===== src/sta_pkg.sv =====
// Shared constants for the sensor telegram assembler.
package sta_pkg;
  localparam int unsigned CLK_HZ          = 100_000_000;
  localparam int unsigned WAKE_MIN_S      = 1;
  localparam int unsigned WAKE_MAX_S      = 65534;
  localparam logic [7:0]  THR0_RST        = 8'h06;
  localparam logic [7:0]  THR1_RST        = 8'h05;
  localparam logic [7:0]  THR2_RST        = 8'h0e;
  localparam logic [3:0]  DMASK_RST       = 4'h0;
  localparam int unsigned DELAY_STEP_MS   = 2;
  localparam int unsigned DELAY_MAX_MS    = 508;
  localparam logic [7:0]  DELAY_RST       = 8'h01;
  localparam int unsigned CYC_PER_MS      = CLK_HZ / 1000;
  localparam int unsigned CYC_PER_STEP    = DELAY_STEP_MS * CYC_PER_MS;
  localparam logic [7:0]  TYPE_CODE       = 8'h07;
  localparam logic [1:0]  EDGE_RISE       = 2'h1;
  localparam logic [1:0]  EDGE_FALL       = 2'h2;
  localparam logic [1:0]  EDGE_BOTH       = 2'h3;
  localparam int unsigned RPT_FIX         = 2;
  localparam int unsigned DB2_CH1_LSB     = 2;
  localparam int unsigned TELEGRAM_BYTES  = 9;
endpackage


===== src/sta_top.sv =====
// Sensor telegram assembler: wake handling, sampling, change test, packing.
`timescale 1ns/10ps
`default_nettype none
module sta_top #(
  parameter int unsigned CYC_PER_S = 100_000_000,
  parameter logic [31:0] MODULE_ID = 32'h0000_0001 // Arbitrary value.
) (
  input  wire logic        clk_in,
  input  wire logic        nrst_in,
  input  wire logic        wake_pin0_in,
  input  wire logic        wake_pin1_in,
  input  wire logic [3:0]  digital_input_in,
  input  wire logic        adc_done_in,
  input  wire logic [9:0]  adc_code_in,
  input  wire logic [15:0] cfg_wake_period_in,
  input  wire logic [7:0]  cfg_rpt_min_in,
  input  wire logic [7:0]  cfg_rpt_max_in,
  input  wire logic        cfg_thr_load_in,
  input  wire logic [9:0]  cfg_thr0_in,
  input  wire logic [9:0]  cfg_thr1_in,
  input  wire logic [9:0]  cfg_thr2_in,
  input  wire logic        cfg_mixed_res_in,
  input  wire logic [3:0]  cfg_dmask_in,
  input  wire logic [7:0]  cfg_delay_in,
  input  wire logic        cfg_ch2_supply_in,
  input  wire logic        cfg_supply_invert_in,
  input  wire logic [1:0]  cfg_edge0_in,
  input  wire logic [1:0]  cfg_edge1_in,
  input  wire logic        tx_ready_in,
  output logic             sensor_supply_control_out,
  output logic             adc_start_out,
  output logic [1:0]       adc_chan_out,
  output logic             adc_supply_sel_out,
  output logic [7:0]       tx_byte_out,
  output logic             tx_valid_out,
  output logic             tx_last_out
);
  ////////////////////////////////////////////////////////////////////////
  typedef enum logic [2:0] {ST_IDLE, ST_DELAY, ST_CONV, ST_WAIT,
                            ST_DECIDE, ST_SEND} sta_state_e;
  sta_state_e  st_q;
  logic [1:0]  w0_s_q, w1_s_q, w0_q, w1_q;
  logic [3:0]  di_s1_q, di_s2_q, di_last_q;
  logic [31:0] sec_cnt_q;
  logic [15:0] sec_q;
  logic [9:0]  thr_q [3];
  logic [9:0]  smp_q [3];
  logic [9:0]  last_q [3];
  logic [7:0]  rpt_q, lfsr_q;
  logic [31:0] dly_q;
  logic [1:0]  ch_q;
  logic [3:0]  idx_q;
  logic        force_q, timer_wake;
  logic        supply_on_q;

  // Two-stage synchronisers; pin levels enter logic only after stage two.
  // The third and fourth stages give the current and previous level for edges.
  always_ff @(posedge clk_in) begin
    w0_s_q <= {w0_s_q[0], wake_pin0_in};
    w1_s_q <= {w1_s_q[0], wake_pin1_in};
    w0_q   <= {w0_q[0], w0_s_q[1]};
    w1_q   <= {w1_q[0], w1_s_q[1]};
    di_s1_q <= digital_input_in;
    di_s2_q <= di_s1_q;
  end

  // Edge classification per pin; any edge wakes, chosen edges force a send.
  logic rise0, fall0, rise1, fall1, pin_wake, pin_send;
  assign rise0 = w0_q[0] & ~w0_q[1];
  assign fall0 = ~w0_q[0] & w0_q[1];
  assign rise1 = w1_q[0] & ~w1_q[1];
  assign fall1 = ~w1_q[0] & w1_q[1];
  assign pin_wake = rise0 | fall0 | rise1 | fall1;
  assign pin_send = (rise0 & cfg_edge0_in[0]) | (fall0 & cfg_edge0_in[1])
                  | (rise1 & cfg_edge1_in[0])
                  | (fall1 & cfg_edge1_in[1]);

  ////////////////////////////////////////////////////////////////////////
  // Wake timer in whole seconds; period 0 or above the top is clamped.
  logic [15:0] period;
  always_comb begin
    period = cfg_wake_period_in;
    if (period < 16'(sta_pkg::WAKE_MIN_S)) period = 16'(sta_pkg::WAKE_MIN_S);
    if (period > 16'(sta_pkg::WAKE_MAX_S)) period = 16'(sta_pkg::WAKE_MAX_S);
  end
  // The wake fires on the last cycle of the final second, so the period is
  // exact in whole seconds and the seconds counter restarts from zero.
  assign timer_wake = (sec_cnt_q == CYC_PER_S - 1)
                   && (sec_q + 16'h1 >= period);
  always_ff @(posedge clk_in) begin
    if (!nrst_in) begin
      sec_cnt_q <= 32'h0;
      sec_q     <= 16'h0;
    end else if (sec_cnt_q == CYC_PER_S - 1) begin
      sec_cnt_q <= 32'h0;
      sec_q     <= timer_wake ? 16'h0 : sec_q + 16'h1;
    end else begin
      sec_cnt_q <= sec_cnt_q + 32'h1;
    end
  end

  ////////////////////////////////////////////////////////////////////////
  // Thresholds load at reset, or when the stored area is rewritten; the load
  // is taken in any state, even in the middle of a wake cycle.
  always_ff @(posedge clk_in) begin
    if (!nrst_in) begin
      thr_q[0] <= {2'h0, sta_pkg::THR0_RST};
      thr_q[1] <= {2'h0, sta_pkg::THR1_RST};
      thr_q[2] <= {2'h0, sta_pkg::THR2_RST};
    end else if (cfg_thr_load_in) begin
      thr_q[0] <= cfg_thr0_in;
      thr_q[1] <= cfg_thr1_in;
      thr_q[2] <= cfg_thr2_in;
    end
  end

  // Random source for the retransmit reload.
  // The modulo reduction is slightly uneven across the span; accepted here.
  always_ff @(posedge clk_in) begin
    if (!nrst_in) lfsr_q <= 8'h5a;
    else lfsr_q <= {lfsr_q[6:0], lfsr_q[7] ^ lfsr_q[5] ^ lfsr_q[4] ^ lfsr_q[3]};
  end
  logic [7:0] span, rnd;
  assign span = cfg_rpt_max_in - cfg_rpt_min_in;
  assign rnd  = (cfg_rpt_max_in <= cfg_rpt_min_in) ? cfg_rpt_min_in
              : cfg_rpt_min_in + 8'(lfsr_q % ({1'b0, span} + 9'h1));

  ////////////////////////////////////////////////////////////////////////
  // Change detection against last transmitted values.
  // The threshold is clamped to the channel's full scale, so a stored value
  // above it means that channel can never trigger a telegram on its own.
  logic [9:0] fs [3];
  logic       ana_chg, dig_chg;
  always_comb begin
    fs[0] = cfg_mixed_res_in ? 10'h3ff : 10'h0ff;
    fs[1] = cfg_mixed_res_in ? 10'h03f : 10'h0ff;
    fs[2] = 10'h0ff;
    ana_chg = 1'b0;
    for (int i = 0; i < 3; i++) begin
      if (((smp_q[i] > last_q[i]) ? smp_q[i] - last_q[i]
           : last_q[i] - smp_q[i]) > ((thr_q[i] > fs[i]) ? fs[i] : thr_q[i]))
        ana_chg = 1'b1;
    end
  end
  assign dig_chg = |((di_s2_q ^ di_last_q) & ~cfg_dmask_in);

  ////////////////////////////////////////////////////////////////////////
  // Two-entry output buffer so a stalled radio loses no byte. The head
  // entry drives the pins from its own flip-flops; the spare entry only
  // catches the byte pushed in a cycle when the head is stalled.
  logic [8:0] spare_q;
  logic       spare_vld_q;
  logic       push, pop, in_ready;
  logic [7:0] pay [sta_pkg::TELEGRAM_BYTES];
  logic [8:0] push_word;
  // Accepting only into an empty spare costs a bubble after a stall but
  // keeps the ready path free of the consumer's ready input.
  assign in_ready = !spare_vld_q;
  assign push = (st_q == ST_SEND) && in_ready;
  assign pop  = tx_valid_out && tx_ready_in;
  // Payload bytes in send order; the digital byte is the value captured
  // at the decision, so a late input change cannot tear the telegram.
  always_comb begin
    pay[0] = sta_pkg::TYPE_CODE;
    pay[1] = smp_q[2][7:0];
    pay[2] = cfg_mixed_res_in ? {smp_q[1][5:0], smp_q[0][9:8]}
           : smp_q[1][7:0];
    pay[3] = smp_q[0][7:0];
    pay[4] = {4'h0, di_last_q};
    pay[5] = MODULE_ID[31:24];
    pay[6] = MODULE_ID[23:16];
    pay[7] = MODULE_ID[15:8];
    pay[8] = MODULE_ID[7:0];
  end
  assign push_word = {idx_q == 4'(sta_pkg::TELEGRAM_BYTES - 1), pay[idx_q]};
  // Head reloads when empty or taken; a stalled head holds still.
  always_ff @(posedge clk_in) begin
    if (!nrst_in) begin
      tx_valid_out <= 1'b0;
      tx_byte_out  <= 8'h0;
      tx_last_out  <= 1'b0;
      spare_q      <= 9'h0;
      spare_vld_q  <= 1'b0;
    end else if (pop || !tx_valid_out) begin
      if (spare_vld_q) begin
        {tx_last_out, tx_byte_out} <= spare_q;
        tx_valid_out <= 1'b1;
        spare_vld_q  <= 1'b0;
      end else begin
        {tx_last_out, tx_byte_out} <= push_word;
        tx_valid_out <= push;
      end
    end else if (push) begin
      spare_q     <= push_word;
      spare_vld_q <= 1'b1;
    end
  end

  ////////////////////////////////////////////////////////////////////////
  // Sequencer: wake, power sensors, wait, convert three channels, decide.
  // Wakes arriving mid-cycle are dropped; only a pin send request is kept.
  // The delay counts clock cycles, so zero steps samples right away.
  always_ff @(posedge clk_in) begin
    if (!nrst_in) begin
      st_q <= ST_IDLE;
      force_q <= 1'b0;
      rpt_q <= 8'(sta_pkg::RPT_FIX);
      dly_q <= 32'h0;
      ch_q <= 2'h0;
      idx_q <= 4'h0;
      adc_start_out <= 1'b0;
      supply_on_q <= 1'b0;
      di_last_q <= 4'h0;
      for (int i = 0; i < 3; i++) begin
        smp_q[i] <= 10'h0;
        last_q[i] <= 10'h0;
      end
    end else begin
      adc_start_out <= 1'b0;
      case (st_q)
        ST_IDLE: if (pin_wake || timer_wake) begin
          if (timer_wake && !pin_wake) begin
            if (rpt_q <= 8'h1) force_q <= 1'b1;
            else rpt_q <= rpt_q - 8'h1;
          end
          supply_on_q <= 1'b1;
          dly_q <= 32'(cfg_delay_in) * sta_pkg::CYC_PER_STEP;
          st_q <= ST_DELAY;
        end
        ST_DELAY: if (dly_q == 32'h0) begin
          ch_q <= 2'h0;
          st_q <= ST_CONV;
        end else dly_q <= dly_q - 32'h1;
        ST_CONV: begin
          adc_start_out <= 1'b1;
          st_q <= ST_WAIT;
        end
        ST_WAIT: if (adc_done_in) begin
          smp_q[ch_q] <= adc_code_in & fs[ch_q];
          if (ch_q == 2'h2) begin
            supply_on_q <= 1'b0;
            st_q <= ST_DECIDE;
          end else begin
            ch_q <= ch_q + 2'h1;
            st_q <= ST_CONV;
          end
        end
        ST_DECIDE: begin
          idx_q <= 4'h0;
          if (ana_chg || dig_chg || force_q || pin_send) begin
            force_q <= 1'b0;
            rpt_q <= rnd;
            di_last_q <= di_s2_q;
            for (int i = 0; i < 3; i++) last_q[i] <= smp_q[i];
            st_q <= ST_SEND;
          end else st_q <= ST_IDLE;
        end
        ST_SEND: if (push) begin
          if (idx_q == 4'(sta_pkg::TELEGRAM_BYTES - 1)) st_q <= ST_IDLE;
          idx_q <= idx_q + 4'h1;
        end
        default: st_q <= ST_IDLE;
      endcase
      // After the case, so a new pin request beats the clear at the decision.
      if (pin_send) force_q <= 1'b1;
    end
  end

  // Supply control and channel-two source, registered at the pins.
  // The inverted level also holds while idle, except that reset drives 0; the first edge after reset loads the inverted level.
  always_ff @(posedge clk_in) begin
    if (!nrst_in) begin
      sensor_supply_control_out <= 1'b0;
      adc_chan_out <= 2'h0;
      adc_supply_sel_out <= 1'b0;
    end else begin
      sensor_supply_control_out <= supply_on_q ^ cfg_supply_invert_in;
      adc_chan_out <= ch_q;
      adc_supply_sel_out <= (ch_q == 2'h2) && cfg_ch2_supply_in;
    end
  end
endmodule
`default_nettype wire


===== config.mk =====
export PLATFORM = sky130hd
export DESIGN_NAME = sta_top
export DESIGN_NICKNAME = d
export VERILOG_FILES = /design/src/sta_pkg.sv /design/src/sta_top.sv
export SDC_FILE = /design/constraint.sdc
export NUM_CORES = 1
export LEC_CHECK = 0
export CORE_MARGIN = 3
export CORE_UTILIZATION = 68
export DETAILED_ROUTE_END_ITERATION = 16
export DONT_BUFFER_PORTS = 1
export PLACE_DENSITY = 0.82
export SETUP_SLACK_MARGIN = 0.4
export SLEW_MARGIN = 30
export SYNTH_ARGS = -nofsm -noshare
export SYNTH_HDL_FRONTEND = slang
export SYNTH_SLANG_ARGS = --single-unit
export TNS_END_PERCENT = 100

===== constraint.sdc =====
create_clock -name clk_in -period 40.8 [get_ports clk_in]
set_input_delay 6.12 -clock clk_in [delete_from_list [all_inputs] [get_ports clk_in]]
set_output_delay 6.12 -clock clk_in [all_outputs]
set_load 0.1 [all_outputs]

==> metrics.cfg, run 1 <==
[placed_design]
numPortBuffers=0
gp_congestion=0.895
detailed_place_hpwl_um=32700
post-place-ws_ns=15.58

[routing]
avgViaCountPerCell=6.20
drt_wl_total_um=43200
dr.pass1.iters=5
drt_iter0_drc=1010
ant_nets=0
route.vias.total=15495
route.detailed.drc=0
wl_per_cell_um=17.3

[floorplan]
rows=60
die_w_um=172
boundaryPins=117
coreArea_um2=27000
start_util_pct=69.2
dieArea_um2=29500
die_height_um=172

[clocking]
ctsHtreeMaxLevel=1
clock_latency_ns=0.57
ctsRootBufferMaster=clkbuf_16
cts_resized=0
clkTransAtPathRegs_ns=0.06
post_cts_buffers=0
clock_sinks=242
cts_hold_buf=0
cts_buffers=28
cts_tree=built
cts_max_path_buffers=3

[critical_path]
critPathRequiredTime_ns=41.24
end_kind=flop
start_kind=primary input
cp.arrival_ns=25.51
worstSetupPathType=in2reg
crit_path_max_incr_delay_ns=0.67
cp_slowest_cell=o211ai_1
path_max_fanout=12
ff2ff_path_depth=75

[synthesis]
synthCells=2173
synthFlopType=dfxtp_1
yosysWarnings=0
synthDistinctLibCells=86
ys_ff_latch=242
synth-edff-count=90
yosysSeqAreaShare_pct=30.7
synth_area_per_cell_um2=8.61
async_flop_share_pct=0
synth_area_um2=18700

[final_layout]
final_cell_mix=nor2_1, ha_1, inv_1, dfxtp_1, nand2_1
syn_to_final_growth_pct=6.45
final_nets=2495
final_common_cell=nor2_1
num-fill-cells=2002
drive_gt1_share_pct=6.30

[power]
ir_drop_mv=0.0623
power_leakage_nw=8.70
p_per_area_nw_per_um2=57.0

[timing]
setup_viol=0
rsz0062_at_grt=no
setup_tns_ns=0
fin_worst_skew_ns=0.0196
fin_crit_ns=25.07
hold_violations=0
fin_ws_ns=15.73
slew_headroom_pct=35.0
worstMarginPinSlew_ns=0.974
period_share_pct=61.5
clock.fmax_ghz=0.0399
report.final.slew_viol_count=0

[hold_path]
whs_path_depth=0
holdCritPathClass=reg2reg

[job]
maxCapViolCount=0

[outcome]
status=complete, no violations

[global_route]
grt_usage_pct=28.7
antenna_found_initial=3
grt_overflow=0
grt_max_degree=73
grt_pass1_vias=15228
grt_first_pass_wirelength_um=70700

[per-layer routing]
metal / global-route usage (%) / routed length (µm) / vias up / share of wire (%)
li1: - / - / 7620 / -
met1: 36.8 / 18700 / 7350 / 43
met2: 49.5 / 20600 / 424 / 48
met3: 4.50 / 2420 / 99 / 5.6
met4: 10.0 / 1420 / 2 / 3.3
met5: 0 / 8 / - / 0.019
[power by group]
| part | switching (mW) | internal [mW] | leakage (nW) | total, mW |
|---|---|---|---|---|
| Clock | 0.105 | 0.156 | 0.467 | 0.260 |
| Sequential | 0.0343 | 0.278 | 2.18 | 0.312 |
| Combinational | 0.318 | 0.245 | 6.05 | 0.563 |
| Total | 0.457 | 0.679 | 8.70 | 1.14 |
[cell type report]
class / instances / area [µm²] / area share [%]
multi-input combinational: 1677 / 12000 / 60.3
sequential: 242 / 5750 / 28.9
clock buffer: 37 / 786 / 3.95
inverter: 180 / 676 / 3.39
tap: 341 / 427 / 2.14
clock inverter: 14 / 188 / 0.943
timing repair buffer: 8 / 60.1 / 0.302
antenna: 2 / 5.00 / 0.0251
[worst paths after layout]
kind | start | endpoint | slack [ns]
max | cfg_rpt_max_in[0] | rpt_q[7] | 15.73
min | w1_s_q[1] | w1_q[0] | 0.33
max reg2reg | lfsr_q[0] | rpt_q[7] | 22.80
min reg2reg | w1_s_q[1] | w1_q[0] | 0.33
[worst max-delay path: cells and delay by family]
kind                       cells  cell delay [ns]
adders and majority gates     11             3.43
and+or+nand+nor               27             5.10
buffers and inverters          2             0.15
AOI/OAI and AO/OA             37             8.87
muxes                          4             1.48
xor gates and xnor gates       1             0.33
[kinds of logic (layout without fill, tap and decap cells)]
family                   Yosys count  count (layout)  synth area share (%)
AND/OR/NAND/NOR                  759             759                  20.0
AO/OA/AOI/OAI                    449             449                  15.6
buffers and inverters            257             239                  5.18
adder cells (fa/ha/maj)          256             256                  18.0
flip-flops                       242             242                  30.7
XOR/XNOR                         136             136                  6.37
multiplexers                      73              73                  4.23
other                              1               6                0.0200
[cell usage after synthesis (all sizes together), types with 6 or more instances]
library cell	n	area (µm²)
a211oi	24	180
a21o	43	323
a21oi	135	676
a221oi	7	61.3
a31oi	11	83.8
and2	15	98.9
and3	44	275
and4	6	52.6
buf	9	37.5
clkbuf	68	255
dfxtp	152	3040
edfxtp	90	2700
fa	21	420
ha	235	2940
inv	180	676
mux2	36	420
mux2i	37	370
nand2	137	514
nand2b	41	257
nand3	34	170
nand3b	6	45.0
nand4	31	194
nor2	247	930
nor2b	23	144
nor3	84	420
nor4	26	175
o211ai	14	105
o21a	24	180
o21ai	90	454
o21bai	18	135
o22ai	14	87.6
o31ai	8	60.1
or2	20	125
or3	25	156
or4	6	48.8
xnor2	77	674
xor2	59	517
[flip-flops by register name, summed over array words and instances (netlist names), 8 cells and up]
signal / count
dly_q: 32
last_q: 30
lfsr_q: 8
rpt_q: 8
sec_cnt_q: 32
sec_q: 16
smp_q: 30
spare_q: 9
thr_q: 30
tx_byte_out: 8
[through the flow]
stage          hold slack, ns  util (%)  cells  area (µm²)  total power, mW
4_1_cts                 0.326      73.6   2499       19900             1.13
6_report                0.328      73.7   2501       19900             1.14
5_1_grt                 0.338      73.7   2500       19900             1.21
3_5_place_dp            0.312      70.0   2448       18900            0.866
2_1_floorplan           0.310         -   2176       18700            0.755
3_3_place_gp            0.312      70.0   2448       18900            0.847
No activity file was read; power rests on OpenSTA's default activity.
==> run 2, diff against run 1 <==
--- a/config.mk
+++ b/config.mk
@@ -6,10 +6,10 @@
 export NUM_CORES = 1
 export LEC_CHECK = 0
 export CORE_MARGIN = 3
-export CORE_UTILIZATION = 68
+export CORE_UTILIZATION = 59
 export DETAILED_ROUTE_END_ITERATION = 16
 export DONT_BUFFER_PORTS = 1
-export PLACE_DENSITY = 0.82
+export PLACE_DENSITY = 0.76
 export SETUP_SLACK_MARGIN = 0.4
 export SLEW_MARGIN = 30
 export SYNTH_ARGS = -nofsm -noshare
==> constraint.sdc (replaced) <==
create_clock -name clk_in -period 22.7 [get_ports clk_in]
set_input_delay 3.405 -clock clk_in [delete_from_list [all_inputs] [get_ports clk_in]]
set_output_delay 3.405 -clock clk_in [all_outputs]
set_load 0.1 [all_outputs]
==> run 2 against run 1 <==
Compared with the run above: total power increased by 81%; via count is 0.48% lower; global-route usage is 3.7 points lower; worst setup slack got worse by 14 ns; sequential power is 79% higher; non-clock buffer count rose by 7; clock power grew 84%.
==> metrics.cfg, run 2 (synthesis gave the netlist of run 1 again) <==
[critical_path]
cp_slowest_cell=or4b_2
path_max_fanout=11  ; -1
r2r_end=rpt_q[7]
ff2ff_path_depth=77  ; +2.7%
critPathRequiredTime_ns=23.15  ; -18.09 ns
crit_path_max_incr_delay_ns=0.61  ; -0.06 ns
start_kind=primary input
cp.arrival_ns=20.98  ; -4.53 ns
r2r_start=lfsr_q[0]
end_kind=flop
r2r_slack_ns=6.05  ; -16.75 ns
worstSetupPathType=in2reg
crit_top_cell=ha_1

[global_route]
antenna_found_initial=6  ; +3
grt_overflow=0  ; unchanged
grt_max_degree=59  ; -19%
grt_pass1_vias=14871  ; -2.3%
grt_first_pass_wirelength_um=71500  ; +1.1%
grt_usage_pct=25.0  ; -3.7 points

[timing]
setup_tns_ns=0  ; unchanged
period_share_pct=90.5
fin_worst_skew_ns=0.0443  ; +0.0246 ns
fin_crit_ns=20.54
fin_ws_ns=2.16  ; -13.56 ns
rsz0062_at_grt=no
report.final.slew_viol_count=0  ; unchanged
slew_headroom_pct=33.4  ; -1.6 points
hold_violations=0  ; unchanged
setup_viol=0  ; unchanged
worstMarginPinSlew_ns=0.997  ; +0.0238 ns
clock.fmax_ghz=0.0487

[placed_design]
numPortBuffers=0  ; unchanged
detailed_place_hpwl_um=33200  ; +1.6%
gp_congestion=0.918  ; +2.7%
post-place-ws_ns=0.727  ; -14.86 ns
place_area_um2=19000  ; +0.40%
dp.cells=2504  ; +2.3%

[clocking]
ctsHtreeMaxLevel=1  ; unchanged
cts_buffers=28  ; unchanged
clkTransAtPathRegs_ns=0.06  ; about the same
cts_tree=built
cts_max_path_buffers=3  ; unchanged
clock_latency_ns=0.56  ; about the same
ctsRootBufferMaster=clkbuf_16
clock_sinks=242  ; unchanged
cts_hold_buf=0  ; unchanged

[power]
ir_drop_mv=0.0762  ; +22%
power_mw=2.06  ; +81%
p_per_area_nw_per_um2=102  ; +80%
power_leakage_nw=8.76  ; +0.74%

[floorplan]
die_height_um=184  ; +7.1%
rows=64  ; +6.7%
start_util_pct=60.5  ; -8.7 points
die_w_um=184  ; +7.1%
coreArea_um2=30900  ; +14%
dieArea_um2=33900  ; +15%
boundaryPins=117  ; unchanged

[hold_path]
hp-start=w1_s_q[0]
whs_path_depth=0  ; unchanged
holdCritPathClass=reg2reg
min_to=w1_s_q[1]

[final_layout]
drive_gt1_share_pct=6.74  ; +0.44 points
fin_area_um2=20100  ; +0.92%
final_nets=2502  ; +0.28%
finalNonFillerCells=2565  ; +2.6%
syn_to_final_growth_pct=7.42
final_cell_mix=nor2_1, ha_1, inv_1, dfxtp_1, nand2_1
final_common_cell=nor2_1
top_regs=dly_q: 32 flops, sec_cnt_q: 32 flops

[routing]
wl_per_cell_um=16.9  ; -1.8%
drt_wl_total_um=43500  ; +0.70%
route.vias.total=15421  ; -0.48%
drt_iter0_drc=939  ; -7.0%
avgViaCountPerCell=6.01  ; -3.0%
dr.pass1.iters=7  ; +2
route.detailed.drc=0  ; unchanged
ant_nets=0  ; unchanged

[job]
maxCapViolCount=0  ; unchanged

[outcome]
status=complete, no violations

-- run 2: cell types whose count changed in the layout (fill, tap and decap cells not counted), sizes merged --
cell,before,now
buf,8,15
bufinv,3,4
clkbuf,37,38
clkinvlp,2,1
diode,2,3
-- run 2: worst max-delay path, delay by kind of cell --
family          cells  cell delay (ns)
fa+ha+maj          11             3.33
xor+xnor            1             0.25
compound gates     35             6.88
simple gates       29             5.02
buf+inv             5             0.74
mux                 4             1.33
-- run 2: where the power goes --
part | switching (mW) | total, mW | internal [mW]
Sequential | 0.0597 | 0.559 | 0.499
Clock | 0.185 | 0.478 | 0.293
Combinational | 0.571 | 1.02 | 0.450
Total | 0.815 | 2.06 | 1.24
-- run 2: metrics by stage --
step / hold WS (ns) / util [%]
CTS: 0.328 / 64.7
finish: 0.327 / 65.0
floorplan: 0.310 / -
detailed placement: 0.313 / 61.5
global route: 0.334 / 65.0
global placement: 0.312 / 61.5
-- run 2: worst max-delay path by stage --
| stage | slack [ns] | startpoint | to | cells after the start |
|---|---|---|---|---|
| after global routing | 0.50 | cfg_rpt_max_in[0] | rpt_q[7] | 85 |
| after detailed placement | 0.73 | cfg_rpt_max_in[0] | rpt_q[7] | 83 |
| after floorplan | 2.70 | cfg_rpt_max_in[0] | rpt_q[7] | 84 |
| final | 2.16 | cfg_rpt_max_in[0] | rpt_q[7] | 85 |
| after global placement | 1.51 | cfg_rpt_max_in[0] | rpt_q[7] | 82 |
| after CTS | 1.33 | cfg_rpt_max_in[0] | rpt_q[7] | 83 |
-- run 2: cell type report --
type                            instances  area, µm²
Clock inverter                         14        200
Clock buffer                           38        800
Antenna cell                            3       7.51
Inverter                              180        676
Multi-Input combinational cell       1677      12100
Fill cell                            2598      10800
Tap cell                              396        495
Timing Repair Buffer                   15        113
Sequential cell                       242       5750
-- run 2: what timing repair did --
item / in CTS / in global routing
setup endpoints to repair: 0 / 4
resized for setup: 0 / 8
setup buffers: 0 / 6
endpoints found under the hold margin: 0 / 0
-- run 2: routing by layer --
metal	share of wire [%]	routed length, µm	global-route usage (%)
met2	47	20400	42.5
met4	3.2	1380	8.04
met5	0.085	37	0
met3	4.8	2070	3.68
met1	45	19600	33.0
